[src/rtl/dacr_pkg.sv]
// Constants, field layouts and types shared by the converter configuration register bank.
package dacr_pkg;

    localparam int DATA_W = 8;
    localparam int SIG_W = 16;

    // Register addresses.
    localparam logic [7:0] ADDR_CHAN_INDEX = 8'h05;
    localparam logic [7:0] ADDR_TRANSFER = 8'hff;
    localparam logic [7:0] ADDR_MODES = 8'h08;
    localparam logic [7:0] ADDR_CLOCK = 8'h09;
    localparam logic [7:0] ADDR_TEST = 8'h0d;
    localparam logic [7:0] ADDR_SELF_TEST = 8'h0e;
    localparam logic [7:0] ADDR_INPUT = 8'h0f;
    localparam logic [7:0] ADDR_OFFSET = 8'h10;
    localparam logic [7:0] ADDR_OUT_FORMAT = 8'h14;
    localparam logic [7:0] ADDR_OUT_PHASE = 8'h16;
    localparam logic [7:0] ADDR_REF_SCALE = 8'h18;
    localparam logic [7:0] ADDR_SIG_LOW = 8'h24;
    localparam logic [7:0] ADDR_SIG_HIGH = 8'h25;

    // Reset values and the transfer command code.
    localparam logic [1:0] RST_CHAN_INDEX = 2'h3;
    localparam logic [1:0] RST_POWER_MODE = 2'h0;
    localparam logic RST_STABILIZER = 1'b1;
    localparam logic [4:0] RST_REF_SCALE = 5'h00;
    localparam logic [7:0] TRANSFER_CMD = 8'h01;

    // Field positions.
    localparam int CHAN_A_BIT = 0;
    localparam int CHAN_B_BIT = 1;
    localparam int STAB_BIT = 0;
    localparam int RST_LONG_BIT = 5;
    localparam int RST_SHORT_BIT = 4;
    localparam int ST_INIT_BIT = 2;
    localparam int ST_ENABLE_BIT = 0;
    localparam int DISCONNECT_BIT = 2;
    localparam int CM_ENABLE_BIT = 1;
    localparam int OUT_ENABLE_BIT = 4;
    localparam int OUT_INVERT_BIT = 2;
    localparam int CLK_INVERT_BIT = 7;

    // Power modes; codes 10 and 11 are reserved and treated as running.
    localparam logic [1:0] PWR_RUN = 2'h0;
    localparam logic [1:0] PWR_DOWN = 2'h1;

    typedef enum logic [2:0] {
        TEST_OFF = 3'h0,
        TEST_MIDSCALE = 3'h1,
        TEST_POS_FULL = 3'h2,
        TEST_NEG_FULL = 3'h3,
        TEST_CHECKER = 3'h4,
        TEST_LONG_PRBS = 3'h5,
        TEST_SHORT_PRBS = 3'h6,
        TEST_TOGGLE = 3'h7
    } dacr_test_sel_e;

    typedef enum logic [1:0] {
        FMT_OFFSET_BIN = 2'h0,
        FMT_TWOS_COMP = 2'h1,
        FMT_GRAY = 2'h2,
        FMT_RESERVED = 2'h3
    } dacr_format_e;

    // Pattern words, all in offset binary before formatting.
    localparam logic [7:0] PAT_MIDSCALE = 8'h80;
    localparam logic [7:0] PAT_POS_FULL = 8'hff;
    localparam logic [7:0] PAT_NEG_FULL = 8'h00;
    localparam logic [7:0] PAT_CHECK_A = 8'h55;
    localparam logic [7:0] PAT_CHECK_B = 8'haa;

    // Pseudo-random generators: lengths and feedback taps.
    localparam int LONG_LEN = 23;
    localparam int LONG_TAP = 18;
    localparam int SHORT_LEN = 9;
    localparam int SHORT_TAP = 5;
    localparam logic [SIG_W-1:0] SIG_POLY = 16'h1021;

    typedef struct packed {
        dacr_test_sel_e testSel;
        logic rstLong;
        logic rstShort;
        logic stInit;
        logic stEnable;
        logic disconnect;
        logic [3:0] offset;
        logic outEnable;
        logic outInvert;
        dacr_format_e format;
    } dacr_chan_cfg_s;

    localparam dacr_chan_cfg_s CHAN_CFG_RESET = '{
        testSel: TEST_OFF, rstLong: 1'b0, rstShort: 1'b0, stInit: 1'b0, stEnable: 1'b0,
        disconnect: 1'b0, offset: 4'h0, outEnable: 1'b0, outInvert: 1'b0,
        format: FMT_OFFSET_BIN};

endpackage

[src/rtl/dacr_chan_if.sv]
// Active per-channel configuration and signature between the register bank and a channel.
interface dacr_chan_if;
    import dacr_pkg::*;
    dacr_chan_cfg_s cfg;
    logic powerDown;
    logic [SIG_W-1:0] signature;
    modport ctrl (output cfg, output powerDown, input signature);
    modport chan (input cfg, input powerDown, output signature);
endinterface

[src/rtl/dacr_top.sv]
// Shadowed configuration register bank for a dual 8-bit converter with two channel paths.
module dacr_top
    import dacr_pkg::*;
#(
    parameter int SAMPLE_W = 8
) (
    input wire logic clk,
    input wire logic rstn,
    input wire logic [7:0] regAddr,
    input wire logic [7:0] regWrData,
    input wire logic regWrEn,
    input wire logic regRdEn,
    output logic [7:0] regRdData,
    input wire logic [dacr_pkg::DATA_W-1:0] sampleA,
    input wire logic [dacr_pkg::DATA_W-1:0] sampleB,
    input wire logic sampleValid,
    output logic [dacr_pkg::DATA_W-1:0] dataOutA,
    output logic [dacr_pkg::DATA_W-1:0] dataOutB,
    output logic dataValidA,
    output logic dataValidB,
    output logic [1:0] powerMode,
    output logic stabilizerEnable,
    output logic commonModeEnable,
    output logic dataClockOutputInvert,
    output logic [4:0] referenceScale,
    output logic analogDisconnectA,
    output logic analogDisconnectB
);
    import dacr_pkg::*;

    if (SAMPLE_W != DATA_W) begin : gen_width_check
        $error("dacr_top: the register layout serves only 8-bit samples");
    end

    logic [1:0] chanSelect;
    logic transferPending;
    dacr_chan_cfg_s shadowCfg [2];
    dacr_chan_cfg_s activeCfg [2];
    logic [1:0] shadowPowerMode;
    logic shadowStabilizer;
    logic shadowCmEnable;
    logic shadowClkInvert;
    logic [4:0] shadowRefScale;
    logic readChan;
    logic [7:0] next_regRdData;
    logic [SIG_W-1:0] signature [2];

    // Applies one byte write to a channel's shadow copy.
    function automatic dacr_chan_cfg_s chanWrite(input dacr_chan_cfg_s cfg,
                                                 input logic [7:0] addr,
                                                 input logic [7:0] data);
        dacr_chan_cfg_s res;
        res = cfg;
        unique case (addr)
            ADDR_TEST: begin
                res.testSel = dacr_test_sel_e'(data[2:0]);
                res.rstLong = data[RST_LONG_BIT];
                res.rstShort = data[RST_SHORT_BIT];
            end
            ADDR_SELF_TEST: begin
                res.stInit = data[ST_INIT_BIT];
                res.stEnable = data[ST_ENABLE_BIT];
            end
            ADDR_INPUT: res.disconnect = data[DISCONNECT_BIT];
            ADDR_OFFSET: res.offset = data[3:0];
            ADDR_OUT_FORMAT: begin
                res.outEnable = data[OUT_ENABLE_BIT];
                res.outInvert = data[OUT_INVERT_BIT];
                res.format = dacr_format_e'(data[1:0]);
            end
            default: res = cfg;
        endcase
        return res;
    endfunction

    // Reads back the local bits of a channel's shadow copy.
    function automatic logic [7:0] chanRead(input dacr_chan_cfg_s cfg,
                                            input logic [7:0] addr);
        logic [7:0] res;
        res = 8'h00;
        unique case (addr)
            ADDR_TEST: begin
                res[2:0] = cfg.testSel;
                res[RST_LONG_BIT] = cfg.rstLong;
                res[RST_SHORT_BIT] = cfg.rstShort;
            end
            ADDR_SELF_TEST: begin
                res[ST_INIT_BIT] = cfg.stInit;
                res[ST_ENABLE_BIT] = cfg.stEnable;
            end
            ADDR_INPUT: res[DISCONNECT_BIT] = cfg.disconnect;
            ADDR_OFFSET: res[3:0] = cfg.offset;
            ADDR_OUT_FORMAT: begin
                res[OUT_ENABLE_BIT] = cfg.outEnable;
                res[OUT_INVERT_BIT] = cfg.outInvert;
                res[1:0] = cfg.format;
            end
            default: res = 8'h00;
        endcase
        return res;
    endfunction

    always_ff @(posedge clk) begin
        if (!rstn) begin
            chanSelect <= RST_CHAN_INDEX;
        end else if (regWrEn && regAddr == ADDR_CHAN_INDEX) begin
            chanSelect <= regWrData[1:0];
        end
    end

    // A command arriving as the previous one is applied still leaves the bit set.
    always_ff @(posedge clk) begin
        if (!rstn) begin
            transferPending <= 1'b0;
        end else begin
            transferPending <= regWrEn && regAddr == ADDR_TRANSFER
                && regWrData == TRANSFER_CMD;
        end
    end

    for (genvar ch = 0; ch < 2; ch++) begin : gen_shadow
        always_ff @(posedge clk) begin
            if (!rstn) begin
                shadowCfg[ch] <= CHAN_CFG_RESET;
            end else if (regWrEn && chanSelect[ch]) begin
                shadowCfg[ch] <= chanWrite(shadowCfg[ch], regAddr, regWrData);
            end
        end

        always_ff @(posedge clk) begin
            if (!rstn) begin
                activeCfg[ch] <= CHAN_CFG_RESET;
            end else if (transferPending) begin
                activeCfg[ch] <= shadowCfg[ch];
            end
        end
    end

    always_ff @(posedge clk) begin
        if (!rstn) begin
            shadowPowerMode <= RST_POWER_MODE;
            shadowStabilizer <= RST_STABILIZER;
            shadowCmEnable <= 1'b0;
            shadowClkInvert <= 1'b0;
            shadowRefScale <= RST_REF_SCALE;
        end else if (regWrEn) begin
            unique case (regAddr)
                ADDR_MODES: shadowPowerMode <= regWrData[1:0];
                ADDR_CLOCK: shadowStabilizer <= regWrData[STAB_BIT];
                ADDR_INPUT: shadowCmEnable <= regWrData[CM_ENABLE_BIT];
                ADDR_OUT_PHASE: shadowClkInvert <= regWrData[CLK_INVERT_BIT];
                ADDR_REF_SCALE: shadowRefScale <= regWrData[4:0];
                default: shadowPowerMode <= shadowPowerMode;
            endcase
        end
    end

    always_ff @(posedge clk) begin
        if (!rstn) begin
            powerMode <= RST_POWER_MODE;
            stabilizerEnable <= RST_STABILIZER;
            commonModeEnable <= 1'b0;
            dataClockOutputInvert <= 1'b0;
            referenceScale <= RST_REF_SCALE;
        end else if (transferPending) begin
            powerMode <= shadowPowerMode;
            stabilizerEnable <= shadowStabilizer;
            commonModeEnable <= shadowCmEnable;
            dataClockOutputInvert <= shadowClkInvert;
            referenceScale <= shadowRefScale;
        end
    end

    // Channel A answers whenever it is selected, including when both are.
    assign readChan = !chanSelect[CHAN_A_BIT];

    always_comb begin
        next_regRdData = chanRead(shadowCfg[readChan], regAddr);
        unique case (regAddr)
            ADDR_CHAN_INDEX: next_regRdData = {6'h00, chanSelect};
            ADDR_TRANSFER: next_regRdData = {7'h00, transferPending};
            ADDR_MODES: next_regRdData = {6'h00, shadowPowerMode};
            ADDR_CLOCK: next_regRdData[STAB_BIT] = shadowStabilizer;
            ADDR_INPUT: next_regRdData[CM_ENABLE_BIT] = shadowCmEnable;
            ADDR_OUT_PHASE: next_regRdData[CLK_INVERT_BIT] = shadowClkInvert;
            ADDR_REF_SCALE: next_regRdData = {3'h0, shadowRefScale};
            ADDR_SIG_LOW: next_regRdData = signature[readChan][7:0];
            ADDR_SIG_HIGH: next_regRdData = signature[readChan][15:8];
            default: next_regRdData = next_regRdData;
        endcase
    end

    always_ff @(posedge clk) begin
        if (!rstn) begin
            regRdData <= 8'h00;
        end else if (regRdEn) begin
            regRdData <= next_regRdData;
        end
    end

    dacr_chan_if chanIfA();
    dacr_chan_if chanIfB();

    assign chanIfA.cfg = activeCfg[0];
    assign chanIfB.cfg = activeCfg[1];
    assign chanIfA.powerDown = powerMode == PWR_DOWN;
    assign chanIfB.powerDown = powerMode == PWR_DOWN;
    assign signature[0] = chanIfA.signature;
    assign signature[1] = chanIfB.signature;
    assign analogDisconnectA = activeCfg[0].disconnect;
    assign analogDisconnectB = activeCfg[1].disconnect;

    dacr_channel uChanA (
        .clk(clk),
        .rstn(rstn),
        .cfgPort(chanIfA.chan),
        .sampleIn(sampleA),
        .sampleValid(sampleValid),
        .dataOut(dataOutA),
        .dataValid(dataValidA)
    );

    dacr_channel uChanB (
        .clk(clk),
        .rstn(rstn),
        .cfgPort(chanIfB.chan),
        .sampleIn(sampleB),
        .sampleValid(sampleValid),
        .dataOut(dataOutB),
        .dataValid(dataValidB)
    );

endmodule // dacr_top

[src/rtl/dacr_channel.sv]
// One converter channel's output path: trim, test patterns, formatting and signature.
module dacr_channel
    import dacr_pkg::*;
(
    input wire logic clk,
    input wire logic rstn,
    dacr_chan_if.chan cfgPort,
    input wire logic [DATA_W-1:0] sampleIn,
    input wire logic sampleValid,
    output logic [DATA_W-1:0] dataOut,
    output logic dataValid
);
    logic [LONG_LEN-1:0] longPrbs;
    logic [SHORT_LEN-1:0] shortPrbs;
    logic toggle;
    logic [SIG_W-1:0] signature;
    logic [DATA_W-1:0] trimmed;
    logic [DATA_W-1:0] patterned;
    logic [DATA_W-1:0] next_dataOut;
    logic [DATA_W+1:0] sum;

    // Offset binary sample plus signed trim, clamped at the ends of the range.
    always_comb begin
        sum = {2'b00, (cfgPort.cfg.disconnect ? PAT_MIDSCALE : sampleIn)}
            + {{(DATA_W-2){cfgPort.cfg.offset[3]}}, cfgPort.cfg.offset};
        if (sum[DATA_W+1]) begin
            trimmed = PAT_NEG_FULL;
        end else if (sum[DATA_W]) begin
            trimmed = PAT_POS_FULL;
        end else begin
            trimmed = sum[DATA_W-1:0];
        end
    end

    always_comb begin
        unique case (cfgPort.cfg.testSel)
            TEST_OFF: patterned = trimmed;
            TEST_MIDSCALE: patterned = PAT_MIDSCALE;
            TEST_POS_FULL: patterned = PAT_POS_FULL;
            TEST_NEG_FULL: patterned = PAT_NEG_FULL;
            TEST_CHECKER: patterned = toggle ? PAT_CHECK_B : PAT_CHECK_A;
            TEST_LONG_PRBS: patterned = longPrbs[DATA_W-1:0];
            TEST_SHORT_PRBS: patterned = shortPrbs[DATA_W-1:0];
            TEST_TOGGLE: patterned = toggle ? PAT_POS_FULL : PAT_NEG_FULL;
        endcase
    end

    always_comb begin
        unique case (cfgPort.cfg.format)
            FMT_TWOS_COMP: next_dataOut = {~patterned[DATA_W-1], patterned[DATA_W-2:0]};
            FMT_GRAY: next_dataOut = patterned ^ (patterned >> 1);
            FMT_OFFSET_BIN, FMT_RESERVED: next_dataOut = patterned;
        endcase
        if (cfgPort.cfg.outInvert) begin
            next_dataOut = ~next_dataOut;
        end
    end

    // Generators sit at all ones while held in reset so they restart identically.
    always_ff @(posedge clk) begin
        if (!rstn || cfgPort.cfg.rstLong) begin
            longPrbs <= '1;
        end else if (sampleValid) begin
            longPrbs <= {longPrbs[LONG_LEN-2:0], longPrbs[LONG_LEN-1] ^ longPrbs[LONG_TAP-1]};
        end
    end

    always_ff @(posedge clk) begin
        if (!rstn || cfgPort.cfg.rstShort) begin
            shortPrbs <= '1;
        end else if (sampleValid) begin
            shortPrbs <= {shortPrbs[SHORT_LEN-2:0],
                          shortPrbs[SHORT_LEN-1] ^ shortPrbs[SHORT_TAP-1]};
        end
    end

    always_ff @(posedge clk) begin
        if (!rstn) begin
            toggle <= 1'b0;
        end else if (sampleValid) begin
            toggle <= ~toggle;
        end
    end

    // Nothing leaves the channel in power-down or with the output disabled.
    always_ff @(posedge clk) begin
        if (!rstn) begin
            dataOut <= '0;
            dataValid <= 1'b0;
        end else begin
            dataValid <= sampleValid && cfgPort.cfg.outEnable && !cfgPort.powerDown;
            if (sampleValid && cfgPort.cfg.outEnable && !cfgPort.powerDown) begin
                dataOut <= next_dataOut;
            end
        end
    end

    // Signature folds in each emitted word; init wins over accumulation.
    always_ff @(posedge clk) begin
        if (!rstn || cfgPort.cfg.stInit) begin
            signature <= '0;
        end else if (cfgPort.cfg.stEnable && sampleValid && !cfgPort.powerDown) begin
            signature <= ({signature[SIG_W-2:0], 1'b0}
                ^ (signature[SIG_W-1] ? SIG_POLY : '0))
                ^ {{(SIG_W-DATA_W){1'b0}}, next_dataOut};
        end
    end

    assign cfgPort.signature = signature;

endmodule // dacr_channel

[config.mk]
export PLATFORM = sky130hd
export DESIGN_NAME = dacr_top
export DESIGN_NICKNAME = d
export VERILOG_FILES = /design/src/rtl/dacr_pkg.sv /design/src/rtl/dacr_chan_if.sv /design/src/rtl/dacr_top.sv /design/src/rtl/dacr_channel.sv
export SDC_FILE = /design/constraint.sdc
export NUM_CORES = 1
export LEC_CHECK = 0
export BUFFER_PORTS_ARGS = -buffer_cell sky130_fd_sc_hd__buf_2
export CORE_ASPECT_RATIO = 1.25
export CORE_MARGIN = 1.5
export CORE_UTILIZATION = 45
export CTS_CLUSTER_DIAMETER = 150
export DETAILED_ROUTE_END_ITERATION = 10
export MAX_ROUTING_LAYER = met4
export SLEW_MARGIN = 20
export SYNTH_ARGS = -nofsm -noshare
export SYNTH_HDL_FRONTEND = slang
export SYNTH_HIERARCHICAL = 1
export SYNTH_SLANG_ARGS = --single-unit
[constraint.sdc]
create_clock -name clk -period 7.6 [get_ports clk]
set_input_delay 0.38 -clock clk [delete_from_list [all_inputs] [get_ports clk]]
set_output_delay 0.38 -clock clk [all_outputs]
set_load 0.01 [all_outputs]
==> flow_summary.ini <==
[clock_network]
h-tree-depth = 1
clockBufferDepth = 3
cts.hold.buffers_added = 0
cts_root_buffer = clkbuf_16
insertion_delay_ps = 510
cts-resized-gates = 0
numCtsBuffers = 24
cts_num_sinks = 211
tritoncts = built
cts_setup_buffers = 0
clk_pin_slew_worst_paths_ps = 60

[route]
drc_errors = 0
finalWirelength_mm = 27.8
viasPerCell = 5.59
drt-pass1-iter-count = 5
wire_per_inst_um = 17.6
ant_nets = 0
drt_iter0_drc = 517
vias = 8853

[placed_design]
placedInstanceArea_sq_um = 11900
place_inst = 1539
port_buffers = 74
place_ws_ps = 3880
place_hpwl_mm = 20.2
gp_congestion = 0.919

[floorplan]
ios = 75
die_x_um = 145
coreArea_sq_um = 24600
die_h_um = 180
rows = 64
floorplan.initialDensity = 0.461
die_area_sq_um = 26100

[timing]
clock.fmax_mhz = 265
drv_slew = 0
holdWs_ps = 104
rsz0062_at_grt = false
period_share = 0.496
relSlewSlack = 0.344
timing.final.ws_setup_ps = 3830
hold_viol = 0
period_needed_ps = 3770
worst_pin_slew_ps = 984
setup_viol = 0
skew_ps = 9.14
fin_tns_setup_ps = 0

[worst_setup_path]
slowest_delay_ps = 540
start_kind = flop
worst-path-max-fanout = 11
cp_cell_sequence = nor2b_1 > ha_1 > a211oi_2 > o21bai_2 > a2111oi_4 > nor4b_1 > nor2_1 > nand2_1 > nor2_1 > a211oi_1 > or4_1 > nor3_1
cpMostUsedCell = nor2_1
end_kind = flop
cp.required_ps = 8030
worstPathArrival_ps = 4200
critPathSlowestCell = nor2_1
worstSetupPathType = flop to flop

[cells_and_area]
antenna_cells = 0
nets = 1296
syn_to_final_growth_pct = 12.4
drive_gt1_frac = 0.125
stdcell_count = 1583
stdcell_area_sq_um = 12700
final_util = 0.518

[yosys]
ys_ff_latch = 211
synth_compound_area_frac = 0.150
synth_mux_area_frac = 0.107
synth_edf_count = 64
ys_seq_area_frac = 0.430
ys_types = 77
synth-async-reset-ratio = 0
syn-num-nets = 1262
yosys_warnings = 6
syn_area_sq_um = 11300
synth_xor_area_frac = 0.0427
synth_top_family_by_area = simple AND/OR/NAND/NOR gates
post_synth.cell_area_avg_sq_um = 9.43
synthAdderAreaFrac = 0.0278
synthSimpleGateAreaFrac = 0.209
synth_flop_cell = dfxtp_1
synthCells = 1201

[pwr]
finalPower_mw = 2.74
p_per_area_nw_per_um2 = 215
p_leak_nw = 5.32
peakVddDrop_uv = 132

[run]
drv_cap = 0

[grt]
antenna_found_initial = 0
grt_pass1_wl_mm = 44.7
grt_max_degree = 68
first_global_vias = 8490
grt_usage = 0.220
grt_overflow = 0

[run_status]
status = completed

[hold_path]
holdCritPathClass = primary input to flop
-- sequential cells by signal, indices dropped and copies added, names as in the netlist, 8 cells and up --
register and cells:
activeCfg 32, regRdData 8, shadowCfg 32, uChanA/cfgPort.signature 16, uChanA/dataOut 8, uChanA/longPrbs 23
uChanA/shortPrbs 9, uChanB/cfgPort.signature 16, uChanB/dataOut 8, uChanB/longPrbs 23, uChanB/shortPrbs 9
-- per-layer routing --
layer  track usage  part of all wire
met1         0.280              0.44
met2         0.354              0.48
met3        0.0276             0.042
met4        0.0861             0.039
met5             -                 0
-- area by class of cell --
cell class                 count  area [sq um]
clock buffer                  34           754
timing repair buffer          81           425
sequential                   211          4870
clock inverter                10           108
inverter                      21          78.8
multi-input combinational    896          6090
fill                        2296         11900
tap                          330           413
-- path summary, 6_finish.rpt --
check	from	end	slack (ps)	depth (start not counted)
worst max-delay path	activeCfg[0][8]	uChanA/cfgPort.signature[3]	3830	12
worst min-delay path	regWrData[7]	transferPending	100	3
worst max register to register	activeCfg[0][8]	uChanA/cfgPort.signature[3]	3830	12
worst min register to register	uChanA/dataOut[7]	uChanA/dataOut[7]	450	2
-- logic make-up (layout without fill, tap and decap cells) --
group,Yosys count,count (layout)
multiplexers,120,120
AO/OA/AOI/OAI,239,239
XOR/XNOR,52,52
buffers and inverters,94,146
adder cells (fa/ha/maj),24,24
flip-flops,211,211
AND/OR/NAND/NOR,461,461
-- layout by cell type (no fill, tap or decap), types with 6 or more instances in the layout --
| master | n |
|---|---|
| clkbuf_16 | 28 |
| nor3_1 | 24 |
| inv_1 | 21 |
| nor2b_1 | 41 |
| and3_1 | 36 |
| ha_1 | 22 |
| mux2i_1 | 119 |
| xor2_1 | 18 |
| o2111ai_1 | 8 |
| a21oi_1 | 43 |
| dfxtp_1 | 146 |
| o22ai_1 | 15 |
| edfxtp_1 | 64 |
| o211a_1 | 6 |
| a211oi_1 | 24 |
| nand3_1 | 26 |
| xnor2_1 | 32 |
| nand2b_1 | 23 |
| o21ai_0 | 57 |
| and2_1 | 16 |
| buf_2 | 73 |
| nor3b_1 | 10 |
| nand3b_1 | 10 |
| nor2_1 | 51 |
| nand4_1 | 8 |
| a32oi_1 | 6 |
| nand2_1 | 179 |
| o21ai_1 | 8 |
| a21o_1 | 6 |
| buf_4 | 8 |
-- worst max-delay path, delay by kind of cell, from the launching register on --
kind | cells | cell delay, ps
DFF | 1 | 520
AOI/OAI and AO/OA | 4 | 830
and+or+nand+nor | 7 | 2040
adders and majority gates | 1 | 290
-- power breakdown --
part	switching (mW)	internal (mW)	leakage (nW)
combinational	0.176	0.115	3.04
clock	0.470	0.762	0.430
sequential	0.0302	1.19	1.85
-- synth_stat cells (all sizes together) (8+ instances only) --
cell type / instances / area (sq um)
nand2: 179 / 672
dfxtp: 147 / 2940
mux2i: 119 / 1190
o21ai: 67 / 358
edfxtp: 64 / 1920
clkbuf: 55 / 206
nor2: 51 / 191
a21oi: 43 / 215
nor2b: 41 / 257
and3: 36 / 225
xnor2: 32 / 280
a211oi: 27 / 218
nand3: 26 / 130
nor3: 26 / 153
nand2b: 23 / 144
ha: 22 / 275
inv: 21 / 78.8
buf: 18 / 92.6
o22ai: 18 / 131
xor2: 18 / 158
and2: 16 / 100
nand3b: 10 / 75.1
nor3b: 10 / 75.1
nor4b: 9 / 97.6
a21o: 8 / 62.6
nand4: 8 / 50.1
o2111ai: 8 / 70.1
(Power assumes the default switching activity.)
